File: src/logic/ptm_pkg.sv
// Shared widths, encodings and carriers of the table move and search engine
package ptm_pkg;

  // Word and field widths
  localparam int ADDR_W = 16;
  localparam int DATA_W = 16;
  localparam int LEN_W = 8;

  // Pointer values and step sizes
  localparam logic [DATA_W-1:0] PTR_STEP = 16'h0001;
  localparam logic [DATA_W-1:0] PTR_RELOAD = 16'h0001;
  localparam logic [DATA_W-1:0] PTR_ZERO = 16'h0000;
  localparam logic [ADDR_W-1:0] FIRST_DATA_IDX = 16'h0001;

  // Accumulator answer when the search fails
  localparam logic [DATA_W-1:0] ACC_NOT_FOUND = 16'h0000;

  // Depth of the write buffer
  localparam int WBUF_DEPTH = 2;

  // Values after reset
  localparam logic [DATA_W-1:0] RST_WORD = 16'h0000;
  localparam logic [LEN_W-1:0] RST_IDX = 8'h00;

  // Table instructions
  typedef enum logic [1:0] {
    PTM_FIND_GREATER_OP = 2'b00,
    PTM_TABLE_TO_DEST_OP = 2'b01,
    PTM_REMOVE_BOTTOM_OP = 2'b10
  } ptm_op_t;

  // One instruction as the scan logic issues it
  typedef struct packed {
    ptm_op_t op;                  // Which instruction
    logic rung_en;                // Enabling input condition of the rung
    logic [ADDR_W-1:0] start_addr; // Accumulator: table start address
    logic [LEN_W-1:0] tbl_len;    // First stack level: table length
    logic [DATA_W-1:0] search_val; // Value for the greater-than search
    logic [ADDR_W-1:0] dest_addr; // Destination word address
  } ptm_cmd_t;

  // One data memory write
  typedef struct packed {
    logic [ADDR_W-1:0] addr;
    logic [DATA_W-1:0] data;
  } ptm_wr_t;

endpackage

File: src/logic/ptm_ptr_step.sv
`timescale 1ns/10ps
`default_nettype none
// Pointer arithmetic of the two pointer-based instructions
module ptm_ptr_step (
  // Operation and operands
  input wire ptm_pkg::ptm_op_t op_i,
  input wire logic [ptm_pkg::DATA_W-1:0] ptr_i,
  input wire logic [ptm_pkg::LEN_W-1:0] len_i,
  // Results
  output logic move_o,
  output logic [ptm_pkg::ADDR_W-1:0] data_idx_o,
  output logic [ptm_pkg::DATA_W-1:0] next_ptr_o,
  output logic flag_o
);

  logic [ptm_pkg::DATA_W-1:0] len_w; // Length at word width
  logic in_range; // Pointer lies inside the table

  assign len_w = {{(ptm_pkg::DATA_W-ptm_pkg::LEN_W){1'b0}}, len_i};
  assign in_range = (ptr_i <= len_w);

  // Index, next pointer and flag per instruction
  always_comb begin
    move_o = 1'b0;
    data_idx_o = ptm_pkg::FIRST_DATA_IDX;
    next_ptr_o = ptr_i;
    flag_o = 1'b0;
    if (op_i == ptm_pkg::PTM_TABLE_TO_DEST_OP) begin
      // Out-of-range pointer moves nothing
      move_o = in_range;
      if (in_range) begin
        // Zero and full length both pick the first data word
        if ((ptr_i == ptm_pkg::PTR_ZERO) || (ptr_i == len_w)) begin
          data_idx_o = ptm_pkg::FIRST_DATA_IDX;
        end else begin
          data_idx_o = ptr_i + ptm_pkg::PTR_STEP;
        end
        // Wrap to one at the last location, else count up
        next_ptr_o = (ptr_i == len_w) ? ptm_pkg::PTR_RELOAD : ptr_i + ptm_pkg::PTR_STEP;
        flag_o = (next_ptr_o == len_w);
      end
    end else if (op_i == ptm_pkg::PTM_REMOVE_BOTTOM_OP) begin
      // Nothing moves once the pointer is zero
      move_o = (ptr_i != ptm_pkg::PTR_ZERO) && in_range;
      data_idx_o = ptr_i;
      next_ptr_o = move_o ? ptr_i - ptm_pkg::PTR_STEP : ptr_i;
      flag_o = (next_ptr_o == ptm_pkg::PTR_ZERO);
    end
  end

endmodule
`default_nettype wire

File: src/logic/ptm_word_buf.sv
`timescale 1ns/10ps
`default_nettype none
// Small ring buffer between the engine and the memory write port
module ptm_word_buf #(
  parameter int W = 32,
  parameter int DEPTH = 2
) (
  // Clock, reset, enable
  input wire logic sys_clk_i,
  input wire logic reset_i,
  input wire logic clk_en_i,
  // Filling side
  input wire logic in_valid_i,
  output logic in_ready_o,
  input wire logic [W-1:0] in_data_i,
  // Draining side
  output logic out_valid_o,
  input wire logic out_ready_i,
  output logic [W-1:0] out_data_o
);

  localparam int PW = (DEPTH > 1) ? $clog2(DEPTH) : 1;
  localparam int CW = $clog2(DEPTH + 1);

  // All state of the buffer
  typedef struct packed {
    logic [DEPTH-1:0][W-1:0] mem; // Entries
    logic [PW-1:0] wr_ptr; // Next slot to fill
    logic [PW-1:0] rd_ptr; // Oldest slot
    logic [CW-1:0] count; // Words held
  } ptm_buf_st_t;

  ptm_buf_st_t r;
  ptm_buf_st_t next_r;
  logic push; // Word taken this cycle
  logic pop; // Word handed on this cycle

  // Honest full and empty, both held low while the enable is low
  assign in_ready_o = clk_en_i && (r.count != CW'(DEPTH));
  assign out_valid_o = clk_en_i && (r.count != '0);
  assign out_data_o = r.mem[r.rd_ptr];
  assign push = in_valid_i && in_ready_o;
  assign pop = out_valid_o && out_ready_i;

  // Pointer and count update
  always_comb begin
    next_r = r;
    if (push) begin
      next_r.mem[r.wr_ptr] = in_data_i;
      next_r.wr_ptr = (r.wr_ptr == PW'(DEPTH - 1)) ? '0 : r.wr_ptr + 1'b1;
    end
    if (pop) begin
      next_r.rd_ptr = (r.rd_ptr == PW'(DEPTH - 1)) ? '0 : r.rd_ptr + 1'b1;
    end
    // Count moves only when exactly one side acts
    if (push && !pop) begin
      next_r.count = r.count + 1'b1;
    end else if (pop && !push) begin
      next_r.count = r.count - 1'b1;
    end
  end

  // State register
  always_ff @(posedge sys_clk_i) begin
    if (reset_i) begin
      r <= '0;
    end else if (clk_en_i) begin
      r <= next_r;
    end
  end

endmodule
`default_nettype wire

File: src/logic/ptm_table_engine.sv
`timescale 1ns/10ps
`default_nettype none
// How it works
// - Found word's offset goes to accumulator
// - No match: accumulator zero, failure flag set
// - Flags hold until reused or scan end
// - Pointer plus one, then copy the word it now points at
// - First word is pointer, data follows
// - Runs once per scan while enabled
// - Pointer at last location reloads one
// - Pointer zero selects first data word
// - Pointer flag when pointer equals length
// - Copy pointed word, then pointer minus one
// - No move once pointer reaches zero
// - Pointer flag when pointer is zero
// - Pointer n selects n-th data word
module ptm_table_engine (
  // Clock, reset, enable
  input wire logic sys_clk_i,
  input wire logic reset_i,
  input wire logic clk_en_i,
  // Instruction port, one per rung evaluation
  input wire logic cmd_valid_i,
  output logic cmd_ready_o,
  input wire ptm_pkg::ptm_cmd_t cmd_i,
  // Scan boundary, one-cycle pulse
  input wire logic scan_end_i,
  // Data memory read
  output logic mem_rd_req_o,
  output logic [ptm_pkg::ADDR_W-1:0] mem_rd_addr_o,
  input wire logic mem_rd_valid_i,
  input wire logic [ptm_pkg::DATA_W-1:0] mem_rd_data_i,
  // Data memory write
  output logic mem_wr_valid_o,
  input wire logic mem_wr_ready_i,
  output ptm_pkg::ptm_wr_t mem_wr_o,
  // Results
  output logic done_o,
  output logic acc_valid_o,
  output logic [ptm_pkg::DATA_W-1:0] acc_o,
  output logic search_fail_flag_o,
  output logic table_pointer_flag_o
);

  // Pointer ops: pointer read, then data read and two writes only if the pointer moves
  // Search: one read and one compare per table word
  // Engine states
  typedef enum logic [3:0] {
    S_IDLE = 4'h0,
    S_PTR_REQ = 4'h1,
    S_PTR_WAIT = 4'h2,
    S_DATA_REQ = 4'h3,
    S_DATA_WAIT = 4'h4,
    S_PUSH_DEST = 4'h5,
    S_PUSH_PTR = 4'h6,
    S_SRCH_REQ = 4'h7,
    S_SRCH_WAIT = 4'h8
  } ptm_state_t;

  // All state of the engine
  typedef struct packed {
    ptm_state_t state;
    ptm_pkg::ptm_cmd_t cmd; // Instruction being run
    logic [ptm_pkg::DATA_W-1:0] ptr; // Pointer word as read
    logic [ptm_pkg::DATA_W-1:0] word; // Table word fetched
    logic [ptm_pkg::LEN_W-1:0] idx; // Search offset
    logic [ptm_pkg::DATA_W-1:0] acc; // Accumulator answer
    logic acc_valid; // Answer pulse
    logic done; // Completion pulse
    logic fail_flag; // Search failure flag
    logic ptr_flag; // Table pointer flag
  } ptm_eng_st_t;

  ptm_eng_st_t r;
  ptm_eng_st_t next_r;

  localparam logic [ptm_pkg::LEN_W-1:0] RST_LEN = 8'h00; // Empty table length

  // Pointer step results
  logic step_move;
  logic [ptm_pkg::ADDR_W-1:0] step_idx;
  logic [ptm_pkg::DATA_W-1:0] step_next_ptr;
  logic step_flag;

  // Write buffer filling side
  logic wbuf_valid;
  logic wbuf_ready;
  ptm_pkg::ptm_wr_t wbuf_data;
  ptm_pkg::ptm_wr_t wbuf_out;
  logic [ptm_pkg::LEN_W-1:0] last_idx; // Final search offset

  // Offset of the final word; an empty table never searches
  assign last_idx = r.cmd.tbl_len - 8'h01;

  // Pointer arithmetic for the running instruction
  ptm_ptr_step u_step (
    .op_i(r.cmd.op),
    .ptr_i(r.ptr),
    .len_i(r.cmd.tbl_len),
    .move_o(step_move),
    .data_idx_o(step_idx),
    .next_ptr_o(step_next_ptr),
    .flag_o(step_flag)
  );

  // Two-entry buffer so a stalled memory loses no write
  ptm_word_buf #(
    .W($bits(ptm_pkg::ptm_wr_t)),
    .DEPTH(ptm_pkg::WBUF_DEPTH)
  ) u_wbuf (
    .sys_clk_i(sys_clk_i),
    .reset_i(reset_i),
    .clk_en_i(clk_en_i),
    .in_valid_i(wbuf_valid),
    .in_ready_o(wbuf_ready),
    .in_data_i(wbuf_data),
    .out_valid_o(mem_wr_valid_o),
    .out_ready_i(mem_wr_ready_i),
    .out_data_o(wbuf_out)
  );

  // Write port comes straight from the buffer register
  assign mem_wr_o = wbuf_out;

  // Handshakes out of the current state
  // Ready only in idle, never while frozen
  assign cmd_ready_o = clk_en_i && (r.state == S_IDLE);
  always_comb begin
    mem_rd_req_o = 1'b0;
    mem_rd_addr_o = r.cmd.start_addr;
    wbuf_valid = 1'b0;
    wbuf_data = '0;
    unique case (r.state)
      // Pointer word sits at the table start
      S_PTR_REQ: begin
        mem_rd_req_o = clk_en_i;
      end
      // Data word behind the pointer word
      S_DATA_REQ: begin
        mem_rd_req_o = clk_en_i && step_move;
        mem_rd_addr_o = r.cmd.start_addr + step_idx;
      end
      // Search walks from the table start upward
      S_SRCH_REQ: begin
        mem_rd_req_o = clk_en_i;
        mem_rd_addr_o = r.cmd.start_addr + {8'h00, r.idx};
      end
      // Copy the word to its destination
      S_PUSH_DEST: begin
        wbuf_valid = 1'b1;
        wbuf_data.addr = r.cmd.dest_addr;
        wbuf_data.data = r.word;
      end
      // Then store the stepped pointer
      S_PUSH_PTR: begin
        wbuf_valid = 1'b1;
        wbuf_data.addr = r.cmd.start_addr;
        wbuf_data.data = step_next_ptr;
      end
      // Idle and wait states issue nothing
      default: begin
        mem_rd_req_o = 1'b0;
      end
    endcase
  end

  // Next-state logic
  always_comb begin
    next_r = r;
    next_r.done = 1'b0;
    next_r.acc_valid = 1'b0;
    // Flags drop at scan end; a set below overrides
    if (scan_end_i) begin
      next_r.fail_flag = 1'b0;
      next_r.ptr_flag = 1'b0;
    end
    unique case (r.state)
      // Accept one instruction
      S_IDLE: begin
        if (cmd_valid_i) begin
          next_r.cmd = cmd_i;
          next_r.idx = ptm_pkg::RST_IDX;
          if (!cmd_i.rung_en) begin
            // Rung false: nothing executes this scan
            next_r.done = 1'b1;
          end else if (cmd_i.op == ptm_pkg::PTM_FIND_GREATER_OP) begin
            if (cmd_i.tbl_len == RST_LEN) begin
              // Empty table finds nothing
              next_r.acc = ptm_pkg::ACC_NOT_FOUND;
              next_r.fail_flag = 1'b1;
              next_r.acc_valid = 1'b1;
              next_r.done = 1'b1;
            end else begin
              next_r.state = S_SRCH_REQ;
            end
          end else begin
            // One execution per issued instruction
            next_r.state = S_PTR_REQ;
          end
        end
      end
      // Pointer read issued, wait for its answer
      S_PTR_REQ: begin
        next_r.state = S_PTR_WAIT;
      end
      // Latch the pointer word
      S_PTR_WAIT: begin
        if (mem_rd_valid_i) begin
          // Pointer as it stands in memory
          next_r.ptr = mem_rd_data_i;
          next_r.state = S_DATA_REQ;
        end
      end
      // Pointer outside the table, or at zero for remove from bottom, moves nothing
      S_DATA_REQ: begin
        if (step_move) begin
          next_r.state = S_DATA_WAIT;
        end else begin
          // Nothing to copy; report the flag and finish
          next_r.ptr_flag = step_flag;
          next_r.done = 1'b1;
          next_r.state = S_IDLE;
        end
      end
      S_DATA_WAIT: begin
        if (mem_rd_valid_i) begin
          // Table word to be copied
          next_r.word = mem_rd_data_i;
          next_r.state = S_PUSH_DEST;
        end
      end
      // Wait for room in the write buffer
      S_PUSH_DEST: begin
        if (wbuf_ready) begin
          next_r.state = S_PUSH_PTR;
        end
      end
      // Pointer stored, flag from the new pointer
      S_PUSH_PTR: begin
        if (wbuf_ready) begin
          next_r.ptr_flag = step_flag;
          next_r.done = 1'b1;
          next_r.state = S_IDLE;
        end
      end
      // One read per compared word
      S_SRCH_REQ: begin
        next_r.state = S_SRCH_WAIT;
      end
      // Compare one table word, strictly greater wins
      S_SRCH_WAIT: begin
        if (mem_rd_valid_i) begin
          if (mem_rd_data_i > r.cmd.search_val) begin
            // Offset of the hit becomes the answer
            next_r.acc = {8'h00, r.idx};
            next_r.fail_flag = 1'b0;
            next_r.acc_valid = 1'b1;
            next_r.done = 1'b1;
            next_r.state = S_IDLE;
          end else if (r.idx == last_idx) begin
            // Last word compared without a hit
            next_r.acc = ptm_pkg::ACC_NOT_FOUND;
            next_r.fail_flag = 1'b1;
            next_r.acc_valid = 1'b1;
            next_r.done = 1'b1;
            next_r.state = S_IDLE;
          end else begin
            // Move on to the next word
            next_r.idx = r.idx + 8'h01;
            next_r.state = S_SRCH_REQ;
          end
        end
      end
      // Illegal code falls back to idle
      default: begin
        next_r.state = S_IDLE;
      end
    endcase
  end

  // State register
  // Whole state frozen while the enable is low
  always_ff @(posedge sys_clk_i) begin
    if (reset_i) begin
      r <= '0;
    end else if (clk_en_i) begin
      r <= next_r;
    end
  end

  // Registered results
  // Accumulator and flags stand until rewritten
  assign done_o = r.done;
  assign acc_valid_o = r.acc_valid;
  assign acc_o = r.acc;
  assign search_fail_flag_o = r.fail_flag;
  assign table_pointer_flag_o = r.ptr_flag;

endmodule
`default_nettype wire

File: config.mk
export PLATFORM = sky130hd
export DESIGN_NAME = ptm_table_engine
export DESIGN_NICKNAME = d
export VERILOG_FILES = /design/src/logic/ptm_pkg.sv /design/src/logic/ptm_ptr_step.sv /design/src/logic/ptm_word_buf.sv /design/src/logic/ptm_table_engine.sv
export SDC_FILE = /design/constraint.sdc
export NUM_CORES = 1
export LEC_CHECK = 0
export BUFFER_PORTS_ARGS = -buffer_cell sky130_fd_sc_hd__buf_2
export CORE_MARGIN = 2
export CORE_UTILIZATION = 40
export DETAILED_ROUTE_END_ITERATION = 12
export SKIP_CTS_REPAIR_TIMING = 1
export SLEW_MARGIN = 0
export SYNTH_ARGS = -nofsm -noshare
export SYNTH_HDL_FRONTEND = slang
export SYNTH_SLANG_ARGS = --single-unit
File: constraint.sdc
create_clock -name sys_clk_i -period 4.88 [get_ports sys_clk_i]
set_clock_uncertainty 0.2 [all_clocks]
set_input_delay 0.244 -clock sys_clk_i [delete_from_list [all_inputs] [get_ports sys_clk_i]]
set_output_delay 0.244 -clock sys_clk_i [all_outputs]
set_load 0.005 [all_outputs]
==> run_results.csv <==
group,metric,value,unit
cts,htree_levels,4,
setup_path,worstSetupPathType,"reg2out",
setup_path,crit_arrival,4.56,ns
sta,setup_violations,4,
sta,tightestPinTransition,0.912,ns
finish,layout-drive-gt1-share,0.220,
placement,hpwl,25100,um
power,combPwrFrac,0.146,
detailed_routing,wire_per_inst,18.4,um
synthesis,yosysMostFrequentCell,"nand2_1",
floorplan,row_count,58,
synthesis,synth_area,10300,um2
floorplan,dieArea,27100,um2
floorplan,die_h,165,um
synthesis,ys_seq_elements,182,
detailed_routing,postRouteAntennaNets,0,
global_route,antenna_found_initial,0,
floorplan,core,25300,um2
min_path,hold_class,"in2reg",
power,pwr-share-seq,0.441,
setup_path,start_kind,"flop",
synthesis,ys.flop_type,"dfxtp_1",
status,outcome,"finished, violations left",
sta,max_freq,0.200,GHz
sta,relSlewSlack,0.391,
detailed_routing,vias,10300,
setup_path,setup.worst_path.end_class,"output pin",
synthesis,synth_top_area_share,0.353,
global_route,grt_overflow_total,0,
synthesis,synth_common_cells,"nand2_1 (249), dfxtp_1 (182), a21oi_1 (127)",
status,violations,"negative hold slack, negative setup slack",
global_route,grt_pass1_wl,52400,um
synthesis,synthCells,1340,
global_route,grt_pass1_vias,9258,
detailed_routing,wl_met1,16300,um
finish,synthToLayoutAreaGrowth,27.2,%
synthesis,avgSynthCellArea,7.71,um2
detailed_routing,dr.pass1.iters,5,
floorplan,start_util,0.409,
floorplan,die_w,165,um
power,power_density,266,nW/um2
synthesis,yosysWarnings,0,
min_path,worstHoldPathCells,4,
sta,whs,-0.00764,ns
detailed_routing,vias_per_cell,5.43,
global_route,grt_max_degree,59,
detailed_routing,met2_length,15500,um
cts,clk_pin_slew,0.08,ns
detailed_routing,first_iter_violations,845,
global_route,grt.total_usage,0.252,
sta,rsz0062_at_grt,"true",
floorplan,ios,153,
synthesis,synth_top_cell_by_area,"dfxtp_1",
power,p_clk_frac,0.413,
cts,tritoncts,"done",
detailed_routing,routed_wl,35000,um
detailed_routing,top_layer,"met4",
power,p_int,2.44,mW
setup_path,cp_data_required_time,4.44,ns
setup_path,critPathMaxFanout,3,
detailed_routing,wl_met3,2470,um
synthesis,synth.distinct_cells,73,
synthesis,synth_area_leaders,"dfxtp_1 (35%), nand2_1 (9.0%), a21oi_1 (6.2%)",
synthesis,async_flop_share,0,
power,ir_worst_vdd,0.221,mV
sta,fin_ws,-0.128,ns
run,maxCapViolCount,0,
cts,cts_made_buffers,17,
synthesis,synth_edf_count,0,
finish,fin_nets,1686,
placement,port_buffers,144,
sta,tns,-0.319,ns
cts,cts_max_path_buffers,2,
placement,gp_congestion,0.965,
detailed_routing,route.detailed.drc,0,
cts,clock_sinks,182,
placement,placed_area,11500,um2
sta,finalHoldViolCount,2,
sta,drv_slew,0,
finish,n_antenna_cell,0,
cts,clk_latency,0.44,ns
finish,utilization,0.521,
sta,min_period,5.01,ns
cts,cts_root_buf,"clkbuf_16",
sta,post-route-period-util,1.03,
finish,finalInstanceArea,13100,um2
power,netSwitchingPower,1.06,mW
setup_path,ff2ff_path_depth,12,
synthesis,ys_seq_area_frac,0.353,
power,power_leakage,5.54,nW
power,p_sw_frac,0.302,
[worst max-delay path, cell delays in order, from the launching register on]
cell      delay [ns]
dfxtp_2         0.33
or4_4           0.54
nor3_4          0.24
o211a_1         0.21
nand2_2         0.08
nor3_4          0.16
nand3_1         0.09
o21ai_1         0.11
a21oi_1         0.09
ha_2            0.21
fa_2            0.37
a21o_1          0.18
a21o_1          0.17
a211oi_2        0.21
o21bai_1        0.12
a211oi_1        0.24
buf_4           0.16
o21bai_1        0.06
a21oi_1         0.15
xor2_1          0.16
o21ai_1         0.07
buf_2           0.16
[routing by layer]
layer / up-vias / track usage
li1: 5077 / -
met1: 4851 / 0.358
met2: 355 / 0.390
met3: 48 / 0.0495
met4: 0 / 0.0680
met5: - / 0
[kinds of logic (layout without fill, tap and decap cells)]
logic type	after synthesis	in the layout	synth area share
flip-flops	182	182	0.353
other	1	8	0.000363
AO/OA/AOI/OAI	342	342	0.205
multiplexers	60	60	0.0622
buffers and inverters	148	372	0.0639
adder cells (fa/ha/maj)	46	46	0.0564
XOR/XNOR	47	47	0.0398
AND/OR/NAND/NOR	514	514	0.219
[stage by stage]
step                      std cells  hold WS [ns]  worst slack (ns)  power [mW]
after global routing           1901        0.0120            -0.380        3.63
after detailed placement       1782         0.240           -0.0762        2.01
after CTS                      1814        -0.179            -0.587        3.44
after global placement         1782         0.229          -0.00766        2.01
after floorplan                1347         0.180             0.202        1.83
final                          1901      -0.00764            -0.128        3.50
[power by group through the flow]
| stage | Combinational, mW | Sequential, mW | Clock [mW] |
|---|---|---|---|
| 6_report | 0.512 | 1.54 | 1.45 |
| 5_1_grt | 0.562 | 1.55 | 1.52 |
| 4_1_cts | 0.436 | 1.54 | 1.46 |
| 3_5_place_dp | 0.434 | 1.58 | 0 |
| 3_3_place_gp | 0.434 | 1.57 | 0 |
| 2_1_floorplan | 0.262 | 1.57 | 0 |
[final cells by class]
type	count	area, um2
clock buffers	17	425
clock inverters	15	201
fillers	2492	12100
inverters	39	146
multi-input cells	1017	6220
flip-flops and latches	182	3640
well taps	330	413
repair buffers	301	2090
[cell usage in the layout, fill, tap and decap left out, drive strengths merged, types with 35 or more instances in the layout]
cell type / instances
ha: 45
a21oi: 129
dfxtp: 182
nand3: 35
inv: 45
nor2: 115
o21ai: 75
nand2: 249
buf: 227
dlygate4sd3: 74
[registers in the layout, summed over array words and instances (netlist names)]
name	cells
r	102
table_pointer_flag_o	1
acc_o	8
done_o	1
u_wbuf.r	68
search_fail_flag_o	1
acc_valid_o	1
[final timing paths]
path | end | slack, ns | from
max | mem_rd_addr_o[12] | -0.13 | r[58]
min | search_fail_flag_o | -0.008 | scan_end_i
max reg2reg | u_wbuf.r[10] | 1.32 | r[58]
min reg2reg | u_wbuf.r[46] | 0.25 | u_wbuf.r[46]
(Power assumes the default switching activity.)
